File: config.mk
export PLATFORM = sky130hd
export DESIGN_NAME = timer_capture_compare_config
export DESIGN_NICKNAME = d
export VERILOG_FILES = /design/src/common/tcc_pkg.sv /design/src/common/edge_if.sv /design/src/rtl/edge_capture.sv /design/src/rtl/timer_capture_compare_config.sv
export SDC_FILE = /design/constraint.sdc
export NUM_CORES = 1
export LEC_CHECK = 0
export BUFFER_PORTS_ARGS = -buffer_cell sky130_fd_sc_hd__buf_2
export CAP_MARGIN = 20
export CORE_MARGIN = 2
export CORE_UTILIZATION = 64
export DETAILED_ROUTE_END_ITERATION = 8
export PLACE_DENSITY = 0.9
export SYNTH_ARGS = -nofsm -noshare
export SYNTH_HDL_FRONTEND = slang
export SYNTH_SLANG_ARGS = --single-unit
File: constraint.sdc
create_clock -name aclk -period 5.34 [get_ports aclk]
set_clock_uncertainty 0.15 [all_clocks]
set_input_delay 1.068 -clock aclk [delete_from_list [all_inputs] [get_ports aclk]]
set_output_delay 1.068 -clock aclk [all_outputs]
set_load 0.01 [all_outputs]
File: src/common/tcc_pkg.sv
// constants for the timer capture/compare configuration block
package tcc_pkg;
	// byte offsets on the register bus
	localparam logic [11:0] OFF_OUTPUT_CONTROL_TWO = 12'h130;
	localparam logic [11:0] OFF_CAPTURE_IO_CD = 12'h134;
	localparam logic [11:0] OFF_CAPTURE_IO_AB = 12'h138;
	localparam logic [11:0] OFF_MODE = 12'h13c;
	localparam logic [11:0] OFF_GENERAL_A = 12'h140;
	localparam logic [11:0] OFF_GENERAL_B = 12'h144;
	localparam logic [11:0] OFF_GENERAL_C = 12'h148;
	localparam logic [11:0] OFF_GENERAL_D = 12'h14c;
	localparam logic [11:0] OFF_COUNTER = 12'h150;
	// reset values
	localparam logic [7:0] RST_OUTPUT_CONTROL_TWO = 8'h18;
	localparam logic [7:0] RST_CAPTURE_IO_CD = 8'h88;
	localparam logic [7:0] RST_CAPTURE_IO_AB = 8'h88;
	localparam logic [7:0] RST_MODE = 8'h00;
	localparam logic [15:0] RST_GENERAL = 16'hffff;
	localparam logic [15:0] RST_COUNTER = 16'h0000;
	// unassigned bits of output_control_two that read as one
	localparam logic [7:0] OCT2_ONES_MASK = 8'h18;
	// output_control_two field positions
	localparam int POS_POL_B = 0;
	localparam int POS_POL_C = 1;
	localparam int POS_POL_D = 2;
	localparam int POS_STOP_ON_MATCH = 5;
	localparam int POS_TRIG_EDGE_LO = 6;
	// capture io control field positions (low channel, high channel)
	localparam int POS_EDGE_LO_0 = 0;
	localparam int POS_MODE_SEL_0 = 2;
	localparam int POS_EDGE_LO_1 = 4;
	localparam int POS_MODE_SEL_1 = 6;
	// mode_register field positions
	localparam int POS_PWM_MODE = 0;
	localparam int POS_SINGLE_PIN_PWM = 1;
	localparam int POS_BUF_SEL_C = 4;
	localparam int POS_BUF_SEL_D = 5;
	localparam int POS_START = 7;
	// capture edge codes
	localparam logic [1:0] EDGE_RISE = 2'h0;
	localparam logic [1:0] EDGE_FALL = 2'h1;
	localparam logic [1:0] EDGE_BOTH = 2'h2;
	localparam logic [1:0] EDGE_NONE = 2'h3;
	// trigger edge codes
	localparam logic [1:0] TRIG_NONE = 2'h0;
	localparam logic [1:0] TRIG_RISE = 2'h1;
	localparam logic [1:0] TRIG_FALL = 2'h2;
	localparam logic [1:0] TRIG_BOTH = 2'h3;
	// bus responses
	localparam logic [1:0] RESP_OKAY = 2'h0;
	localparam logic [1:0] RESP_SLVERR = 2'h2;
endpackage

File: src/common/edge_if.sv
// carrier between the top and one edge detector
`timescale 1ns/1ps
interface edge_if;
	logic pin; // raw pin level
	logic [1:0] sel; // edge code
	logic hit; // one-cycle edge pulse
	modport det (input pin, input sel, output hit);
	modport user (output pin, output sel, input hit);
endinterface

File: src/rtl/edge_capture.sv
// synchroniser and qualified edge detector for one pin
`timescale 1ns/1ps
module edge_capture (
	input wire logic aclk,
	input wire logic aresetn,
	edge_if.det port
);
	logic sync1_reg; // first stage, read only by sync2
	logic sync2_reg; // stable level
	logic prev_reg; // level one cycle earlier
	logic rise;
	logic fall;

	// two-flop synchroniser plus history
	always_ff @(posedge aclk) begin
		if (!aresetn) begin
			sync1_reg <= 1'b0;
			sync2_reg <= 1'b0;
			prev_reg <= 1'b0;
		end else begin
			sync1_reg <= port.pin;
			sync2_reg <= sync1_reg;
			prev_reg <= sync2_reg;
		end
	end

	assign rise = sync2_reg & ~prev_reg;
	assign fall = ~sync2_reg & prev_reg;

	// edge qualification by code
	always_comb begin
		unique case (port.sel)
			tcc_pkg::EDGE_RISE: port.hit = rise;
			tcc_pkg::EDGE_FALL: port.hit = fall;
			tcc_pkg::EDGE_BOTH: port.hit = rise | fall;
			tcc_pkg::EDGE_NONE: port.hit = 1'b0;
		endcase
	end
endmodule

File: src/rtl/timer_capture_compare_config.sv
// 16-bit capture/compare timer with its configuration registers on AXI4-Lite
`timescale 1ns/1ps
module timer_capture_compare_config (
	input wire logic aclk,
	input wire logic aresetn,
	input wire logic [11:0] s_axi_awaddr,
	input wire logic s_axi_awvalid,
	output logic s_axi_awready,
	input wire logic [31:0] s_axi_wdata,
	input wire logic [3:0] s_axi_wstrb,
	input wire logic s_axi_wvalid,
	output logic s_axi_wready,
	output logic [1:0] s_axi_bresp,
	output logic s_axi_bvalid,
	input wire logic s_axi_bready,
	input wire logic [11:0] s_axi_araddr,
	input wire logic s_axi_arvalid,
	output logic s_axi_arready,
	output logic [31:0] s_axi_rdata,
	output logic [1:0] s_axi_rresp,
	output logic s_axi_rvalid,
	input wire logic s_axi_rready,
	input wire logic channel_pin_a_in,
	input wire logic channel_pin_b_in,
	output logic channel_pin_b_out,
	output logic channel_pin_b_oe,
	input wire logic channel_pin_c_in,
	output logic channel_pin_c_out,
	output logic channel_pin_c_oe,
	input wire logic channel_pin_d_in,
	output logic channel_pin_d_out,
	output logic channel_pin_d_oe,
	input wire logic trigger_input
);
	// configuration state
	logic [7:0] output_control_two_reg; // polarity, stop, trigger
	logic [7:0] capture_io_control_cd_reg; // edge and mode for C, D
	logic [7:0] capture_io_control_ab_reg; // edge and mode for A, B
	logic [7:0] mode_register_reg; // pwm modes, buffers, start
	logic [15:0] main_counter_reg; // the count
	logic [15:0] general_reg_a_reg;
	logic [15:0] general_reg_b_reg;
	logic [15:0] general_reg_c_reg;
	logic [15:0] general_reg_d_reg;
	// bus write holding
	logic aw_full_reg;
	logic w_full_reg;
	logic [11:0] awaddr_reg;
	logic [31:0] wdata_reg;
	logic [3:0] wstrb_reg;
	// decoded fields
	logic pwm_mode;
	logic single_pin_pwm_mode;
	logic buffer_select_c;
	logic buffer_select_d;
	logic mode_select_a;
	logic mode_select_b;
	logic mode_select_c;
	logic mode_select_d;
	logic stop_on_match;
	logic [1:0] trigger_edge;
	logic running;
	logic match_a;
	logic compare_active;
	// edge detector wiring: 0..3 channels A..D, 4 trigger
	logic [4:0] pin_v;
	logic [1:0] sel_v [5];
	logic [4:0] hit_v;
	logic [1:0] trig_code;
	// write strobes
	logic wr_fire;
	logic wr_mapped;
	logic [7:0] wr_byte;

	assign pwm_mode = mode_register_reg[tcc_pkg::POS_PWM_MODE];
	assign single_pin_pwm_mode = mode_register_reg[tcc_pkg::POS_SINGLE_PIN_PWM];
	assign buffer_select_c = mode_register_reg[tcc_pkg::POS_BUF_SEL_C];
	assign buffer_select_d = mode_register_reg[tcc_pkg::POS_BUF_SEL_D];
	assign running = mode_register_reg[tcc_pkg::POS_START];
	assign mode_select_a = capture_io_control_ab_reg[tcc_pkg::POS_MODE_SEL_0];
	assign mode_select_b = capture_io_control_ab_reg[tcc_pkg::POS_MODE_SEL_1];
	assign mode_select_c = capture_io_control_cd_reg[tcc_pkg::POS_MODE_SEL_0];
	assign mode_select_d = capture_io_control_cd_reg[tcc_pkg::POS_MODE_SEL_1];
	assign stop_on_match = output_control_two_reg[tcc_pkg::POS_STOP_ON_MATCH];
	assign trigger_edge = output_control_two_reg[tcc_pkg::POS_TRIG_EDGE_LO +: 2];
	assign match_a = main_counter_reg == general_reg_a_reg;
	// compare engine is live outside capture on A, or in either pwm mode
	assign compare_active = pwm_mode | single_pin_pwm_mode | ~mode_select_a;

	// trigger codes mapped onto detector codes
	always_comb begin
		unique case (trigger_edge)
			tcc_pkg::TRIG_RISE: trig_code = tcc_pkg::EDGE_RISE;
			tcc_pkg::TRIG_FALL: trig_code = tcc_pkg::EDGE_FALL;
			tcc_pkg::TRIG_BOTH: trig_code = tcc_pkg::EDGE_BOTH;
			tcc_pkg::TRIG_NONE: trig_code = tcc_pkg::EDGE_NONE;
		endcase
	end

	assign pin_v = {trigger_input, channel_pin_d_in, channel_pin_c_in,
		channel_pin_b_in, channel_pin_a_in};
	assign sel_v[0] = capture_io_control_ab_reg[tcc_pkg::POS_EDGE_LO_0 +: 2];
	assign sel_v[1] = capture_io_control_ab_reg[tcc_pkg::POS_EDGE_LO_1 +: 2];
	assign sel_v[2] = capture_io_control_cd_reg[tcc_pkg::POS_EDGE_LO_0 +: 2];
	assign sel_v[3] = capture_io_control_cd_reg[tcc_pkg::POS_EDGE_LO_1 +: 2];
	assign sel_v[4] = single_pin_pwm_mode ? trig_code : tcc_pkg::EDGE_NONE;

	// one synchronised edge detector per pin
	edge_if eif [5] ();
	genvar gi;
	generate
		for (gi = 0; gi < 5; gi++) begin : g_edge
			assign eif[gi].pin = pin_v[gi];
			assign eif[gi].sel = sel_v[gi];
			assign hit_v[gi] = eif[gi].hit;
			edge_capture u_edge (
				.aclk(aclk),
				.aresetn(aresetn),
				.port(eif[gi])
			);
		end
	endgenerate

	// bus handshake: address and data taken in any order
	assign s_axi_awready = ~aw_full_reg & ~s_axi_bvalid;
	assign s_axi_wready = ~w_full_reg & ~s_axi_bvalid;
	assign s_axi_arready = ~s_axi_rvalid;
	assign wr_fire = aw_full_reg & w_full_reg & ~s_axi_bvalid;
	assign wr_byte = wstrb_reg[0] ? wdata_reg[7:0] : 8'h00;
	always_comb begin
		unique case (awaddr_reg)
			tcc_pkg::OFF_OUTPUT_CONTROL_TWO, tcc_pkg::OFF_CAPTURE_IO_CD,
			tcc_pkg::OFF_CAPTURE_IO_AB, tcc_pkg::OFF_MODE,
			tcc_pkg::OFF_GENERAL_A, tcc_pkg::OFF_GENERAL_B,
			tcc_pkg::OFF_GENERAL_C, tcc_pkg::OFF_GENERAL_D,
			tcc_pkg::OFF_COUNTER: wr_mapped = 1'b1;
			default: wr_mapped = 1'b0;
		endcase
	end

	// write channel holding and response
	always_ff @(posedge aclk) begin
		if (!aresetn) begin
			aw_full_reg <= 1'b0;
			w_full_reg <= 1'b0;
			awaddr_reg <= 12'h000;
			wdata_reg <= 32'h00000000;
			wstrb_reg <= 4'h0;
			s_axi_bvalid <= 1'b0;
			s_axi_bresp <= tcc_pkg::RESP_OKAY;
		end else begin
			if (s_axi_awvalid && s_axi_awready) begin
				aw_full_reg <= 1'b1;
				awaddr_reg <= {s_axi_awaddr[11:2], 2'b00};
			end
			if (s_axi_wvalid && s_axi_wready) begin
				w_full_reg <= 1'b1;
				wdata_reg <= s_axi_wdata;
				wstrb_reg <= s_axi_wstrb;
			end
			if (wr_fire) begin
				aw_full_reg <= 1'b0;
				w_full_reg <= 1'b0;
				s_axi_bvalid <= 1'b1;
				s_axi_bresp <= wr_mapped ? tcc_pkg::RESP_OKAY : tcc_pkg::RESP_SLVERR;
			end else if (s_axi_bready) begin
				s_axi_bvalid <= 1'b0;
			end
		end
	end

	// read channel: one cycle after the address is taken
	always_ff @(posedge aclk) begin
		if (!aresetn) begin
			s_axi_rvalid <= 1'b0;
			s_axi_rdata <= 32'h00000000;
			s_axi_rresp <= tcc_pkg::RESP_OKAY;
		end else if (s_axi_arvalid && s_axi_arready) begin
			s_axi_rvalid <= 1'b1;
			s_axi_rresp <= tcc_pkg::RESP_OKAY;
			unique case ({s_axi_araddr[11:2], 2'b00})
				tcc_pkg::OFF_OUTPUT_CONTROL_TWO:
					s_axi_rdata <= {24'h0, output_control_two_reg | tcc_pkg::OCT2_ONES_MASK};
				tcc_pkg::OFF_CAPTURE_IO_CD: s_axi_rdata <= {24'h0, capture_io_control_cd_reg};
				tcc_pkg::OFF_CAPTURE_IO_AB: s_axi_rdata <= {24'h0, capture_io_control_ab_reg};
				tcc_pkg::OFF_MODE: s_axi_rdata <= {24'h0, mode_register_reg};
				tcc_pkg::OFF_GENERAL_A: s_axi_rdata <= {16'h0, general_reg_a_reg};
				tcc_pkg::OFF_GENERAL_B: s_axi_rdata <= {16'h0, general_reg_b_reg};
				tcc_pkg::OFF_GENERAL_C: s_axi_rdata <= {16'h0, general_reg_c_reg};
				tcc_pkg::OFF_GENERAL_D: s_axi_rdata <= {16'h0, general_reg_d_reg};
				tcc_pkg::OFF_COUNTER: s_axi_rdata <= {16'h0, main_counter_reg};
				default: begin
					s_axi_rdata <= 32'h00000000;
					s_axi_rresp <= tcc_pkg::RESP_SLVERR;
				end
			endcase
		end else if (s_axi_rready) begin
			s_axi_rvalid <= 1'b0;
		end
	end

	// byte-wide configuration registers
	always_ff @(posedge aclk) begin
		if (!aresetn) begin
			output_control_two_reg <= tcc_pkg::RST_OUTPUT_CONTROL_TWO;
			capture_io_control_cd_reg <= tcc_pkg::RST_CAPTURE_IO_CD;
			capture_io_control_ab_reg <= tcc_pkg::RST_CAPTURE_IO_AB;
		end else if (wr_fire && wstrb_reg[0]) begin
			if (awaddr_reg == tcc_pkg::OFF_OUTPUT_CONTROL_TWO) begin
				output_control_two_reg <= wr_byte | tcc_pkg::OCT2_ONES_MASK;
			end
			if (awaddr_reg == tcc_pkg::OFF_CAPTURE_IO_CD) begin
				capture_io_control_cd_reg <= wr_byte;
			end
			if (awaddr_reg == tcc_pkg::OFF_CAPTURE_IO_AB) begin
				capture_io_control_ab_reg <= wr_byte;
			end
		end
	end

	// mode register; start cleared on stop match, set by trigger in single-pin pwm mode (set wins)
	always_ff @(posedge aclk) begin
		if (!aresetn) begin
			mode_register_reg <= tcc_pkg::RST_MODE;
		end else begin
			if (wr_fire && wstrb_reg[0] && awaddr_reg == tcc_pkg::OFF_MODE) begin
				mode_register_reg <= wr_byte;
			end else if (running && match_a && stop_on_match && compare_active) begin
				mode_register_reg[tcc_pkg::POS_START] <= 1'b0;
			end
			if (hit_v[4]) begin
				mode_register_reg[tcc_pkg::POS_START] <= 1'b1;
			end
		end
	end

	// counter: wraps on A match in pwm modes, halts on A match when stop is chosen and the compare engine is live
	always_ff @(posedge aclk) begin
		if (!aresetn) begin
			main_counter_reg <= tcc_pkg::RST_COUNTER;
		end else if (wr_fire && awaddr_reg == tcc_pkg::OFF_COUNTER) begin
			if (wstrb_reg[0]) main_counter_reg[7:0] <= wdata_reg[7:0];
			if (wstrb_reg[1]) main_counter_reg[15:8] <= wdata_reg[15:8];
		end else if (running) begin
			if (match_a && stop_on_match && compare_active) begin
				main_counter_reg <= main_counter_reg;
			end else if (match_a && (pwm_mode || single_pin_pwm_mode)) begin
				main_counter_reg <= tcc_pkg::RST_COUNTER;
			end else begin
				main_counter_reg <= main_counter_reg + 16'h0001;
			end
		end
	end

	// general registers; a capture beats a software write in the same cycle
	always_ff @(posedge aclk) begin
		if (!aresetn) begin
			general_reg_a_reg <= tcc_pkg::RST_GENERAL;
			general_reg_b_reg <= tcc_pkg::RST_GENERAL;
			general_reg_c_reg <= tcc_pkg::RST_GENERAL;
			general_reg_d_reg <= tcc_pkg::RST_GENERAL;
		end else begin
			if (wr_fire && awaddr_reg == tcc_pkg::OFF_GENERAL_A) begin
				if (wstrb_reg[0]) general_reg_a_reg[7:0] <= wdata_reg[7:0];
				if (wstrb_reg[1]) general_reg_a_reg[15:8] <= wdata_reg[15:8];
			end
			if (wr_fire && awaddr_reg == tcc_pkg::OFF_GENERAL_B) begin
				if (wstrb_reg[0]) general_reg_b_reg[7:0] <= wdata_reg[7:0];
				if (wstrb_reg[1]) general_reg_b_reg[15:8] <= wdata_reg[15:8];
			end
			if (wr_fire && awaddr_reg == tcc_pkg::OFF_GENERAL_C) begin
				if (wstrb_reg[0]) general_reg_c_reg[7:0] <= wdata_reg[7:0];
				if (wstrb_reg[1]) general_reg_c_reg[15:8] <= wdata_reg[15:8];
			end
			if (wr_fire && awaddr_reg == tcc_pkg::OFF_GENERAL_D) begin
				if (wstrb_reg[0]) general_reg_d_reg[7:0] <= wdata_reg[7:0];
				if (wstrb_reg[1]) general_reg_d_reg[15:8] <= wdata_reg[15:8];
			end
			// channel A capture, with transfer into C when C buffers A
			if (hit_v[0] && mode_select_a) begin
				general_reg_a_reg <= main_counter_reg;
				if (buffer_select_c) general_reg_c_reg <= general_reg_a_reg;
			end
			if (hit_v[1] && mode_select_b) begin
				general_reg_b_reg <= main_counter_reg;
				if (buffer_select_d) general_reg_d_reg <= general_reg_b_reg;
			end
			// own-pin capture for C and D only when not buffering
			if (hit_v[2] && mode_select_c && !buffer_select_c) begin
				general_reg_c_reg <= main_counter_reg;
			end
			if (hit_v[3] && mode_select_d && !buffer_select_d) begin
				general_reg_d_reg <= main_counter_reg;
			end
		end
	end

	// pwm outputs: active while count is below the channel register
	always_ff @(posedge aclk) begin
		if (!aresetn) begin
			channel_pin_b_out <= 1'b0;
			channel_pin_c_out <= 1'b0;
			channel_pin_d_out <= 1'b0;
			channel_pin_b_oe <= 1'b0;
			channel_pin_c_oe <= 1'b0;
			channel_pin_d_oe <= 1'b0;
		end else begin
			channel_pin_b_oe <= (pwm_mode || single_pin_pwm_mode) && !mode_select_b;
			channel_pin_c_oe <= pwm_mode && !mode_select_c;
			channel_pin_d_oe <= pwm_mode && !mode_select_d;
			if (pwm_mode) begin
				channel_pin_b_out <= (main_counter_reg < general_reg_b_reg) ~^
					output_control_two_reg[tcc_pkg::POS_POL_B];
				channel_pin_c_out <= (main_counter_reg < general_reg_c_reg) ~^
					output_control_two_reg[tcc_pkg::POS_POL_C];
				channel_pin_d_out <= (main_counter_reg < general_reg_d_reg) ~^
					output_control_two_reg[tcc_pkg::POS_POL_D];
			end else begin
				// polarity has no effect outside pwm mode
				channel_pin_b_out <= single_pin_pwm_mode &&
					(main_counter_reg < general_reg_b_reg);
				channel_pin_c_out <= 1'b0;
				channel_pin_d_out <= 1'b0;
			end
		end
	end
endmodule

==> reports/summary.txt <==
outcome = completed
buffers added on ports = 78
remaining antenna violation count after routing = 0
Post-synth EDFFs = 0
share of the synthesized area in the top cell type = 35.6%
number of buffers created by CTS = 17
final-report hold violation count = 0
count of buffers added by post-CTS timing repair for setup = 0
aggregate global routing overflow = 0
y dimension of the die = 130 um
min cycle time layout = 3280 ps
area of the die = 16,900 um2
placed cells = 1,455
cells along the critical path = buf_2 > or3b_2 > nor3_1 > o2bb2ai_1 > a221oi_1 > o21ai_0
worst slack at placement = 1750 ps
LEAKAGE = 5.25 nW
least setup slack across all paths after layout = 2060 ps
Post-Synthesis Cells = 1,231
Min-Delay Path Class = register to register
core area = 15,700 um2
number of rows created at floorplan = 46
signal arrival time at the worst endpoint = 3500 ps
Reg-to-Reg Start = main_counter_reg[2]$_SDFFE_PN0P_
PwrDens = 271 nW/um2
GRT Total Usage = 34.2%
buffer cell driving the clock tree root = clkbuf_16
buffer levels on the longest clock path = 2
clock transition at the registers of the reported paths = 70 ps
async set or reset register ratio after synthesis = 0%
detailed-placement wirelength estimate = 19,800 um
Critical Path Slowest Stage Cell = nor3_1
iteration count of the initial detailed-routing pass = 6
NumNets Final = 1,389
post-synthesis register bit count = 181
number of max-capacitance violations reported = 0
area added between synthesis and finish = 10.2%
share of layout cells above drive strength 1 = 13.2%
remaining max-slew budget at the tightest pin = 18.5%
average detailed-routed wire length per instance = 19.3 um
die outline width = 130 um
setup TNS = 0 ps
Routability Congestion = 0.996
# DRC = 0
final-report max-slew violation count = 0
class of the most critical setup path = input port to register
total number of clock tree sinks = 181
most frequent cells in the layout = nand2_1, dfxtp_1, a21oi_1
Data required, critical path = 5560 ps
CTS tree = yes
most frequently used flop master after synthesis = dfxtp_1
distinct cell type count after synthesis = 58
top post-synthesis cells by area = dfxtp_1, mux2i_1, nand2_1
Final setup viols = 0
total inserted antenna cells = 0
H-tree levels = 4
VDD IR max = 0.226 mV
largest driver fanout on the critical path = 21
Post-Synthesis Mean Instance Area = 8.27 um2
Setup crit end kind = register
Warnings, synthesis = 0
Critical Path Start = s_axi_araddr[4]
number of global-route vias before repair = 8,827
Total Routed Length = 28,800 um
largest net degree at the start of global routing = 53
first-pass GRT wire length = 45,200 um
later-pin clock latency in the skew report = 450 ps
starting DRC count in detailed routing = 1,380
area leader, netlist = dfxtp_1
CTS resizes = 0
period utilization = 61.4%
post-synthesis cell area = 10,200 um2
number of buffers added to fix hold violations after cts = 0
starting density of the core = 64.8%
delay contributed by the slowest stage of the critical path = 1010 ps
family with the most delay on the worst path = simple AND/OR/NAND/NOR gates
upper clock frequency limit = 305 MHz
leading cell type in the layout, fill and taps excluded = nand2_1
HP Start = g_edge[0].u_edge.sync1_reg$_SDFF_PN0_
number of primary I/O pins = 119
unrepaired setup endpoints after global routing = no
pin slew with the least headroom to its limit = 1210 ps
final cell count without fillers = 1,488
proportion of synthesized chip area in sequential cells = 35.6%
buffers and inverters on the worst path = 1
antenna violations before repair = 0
kind of start point of the critical path = input port
via count = 9,551
detail-routed via count per cell = 6.42
where the power goes:
part           internal [mW]  leakage [nW]  switching (mW)  total, mW
registers               1.37          1.47          0.0402       1.41
clock network          0.882         0.325           0.565       1.45
logic                 0.0664          3.46           0.114      0.180
Yosys cell counts (all sizes together) (2+ instances only):
master,count
a211oi,11
a21o,6
a21oi,92
a221oi,10
a22oi,9
a311oi,2
a31oi,20
a41oi,2
and2,14
and3,8
and3b,5
and4,2
buf,31
clkbuf,66
dfxtp,181
ha,58
inv,64
mux2,34
mux2i,85
mux4,4
nand2,225
nand2b,4
nand3,37
nand3b,4
nand4,9
nor2,49
nor2b,8
nor3,11
nor3b,6
nor4,9
o211ai,18
o21a,2
o21ai,44
o221ai,3
o22ai,38
o2bb2ai,9
o31ai,3
or3,5
or4b,2
xnor2,13
xor2,19
layout make-up:
cell class | count | area, um2
Multi-Input combinational cell | 906 | 5930
Tap cell | 216 | 270
Clock buffer | 17 | 425
Clock inverter | 15 | 249
Sequential cell | 181 | 3620
Fill cell | 1176 | 4500
Inverter | 64 | 240
Timing Repair Buffer | 89 | 473
cell families (layout without fill, tap and decap cells):
group	count (synthesis)	after routing	share of synthesized area [%]
compound gates	273	273	16.7
xor+xnor	32	32	2.75
fa+ha+maj	58	58	7.13
buf+inv	161	185	6.73
flops	181	181	35.6
mux	123	123	13.0
other cells	1	18	0.0369
simple gates	402	402	18.0
path summary, 6_finish.rpt:
| kind | slack (ps) | cells after the start | end |
|---|---|---|---|
| worst max-delay path | 2060 | 6 | s_axi_rdata[15]$_SDFFE_PN0P_ |
| worst min-delay path | 290 | 1 | g_edge[0].u_edge.sync2_reg$_SDFF_PN0_ |
| worst max register to register | 2240 | 7 | channel_pin_b_out$_SDFF_PN0_ |
| worst min register to register | 290 | 1 | g_edge[0].u_edge.sync2_reg$_SDFF_PN0_ |
through the flow:
step	util [%]	power [mW]	cell area [um2]	hold WS (ps)
4_1_cts	71.3	3.03	11200	291
6_report	71.4	3.04	11200	293
2_1_floorplan	-	1.56	10200	262
3_3_place_gp	67.0	1.61	10500	263
3_5_place_dp	67.0	1.61	10500	273
5_1_grt	71.4	3.11	11200	299
per-layer routing:
layer  wire length (um)  up-vias  global-route usage (%)
met5                  0        -                       0
met4               1180        0                    16.2
met3               3120      137                    8.65
met2              13200      601                    54.4
met1              11300     4458                    43.7
li1                   -     4355                       -
(Power assumes the default switching activity.)
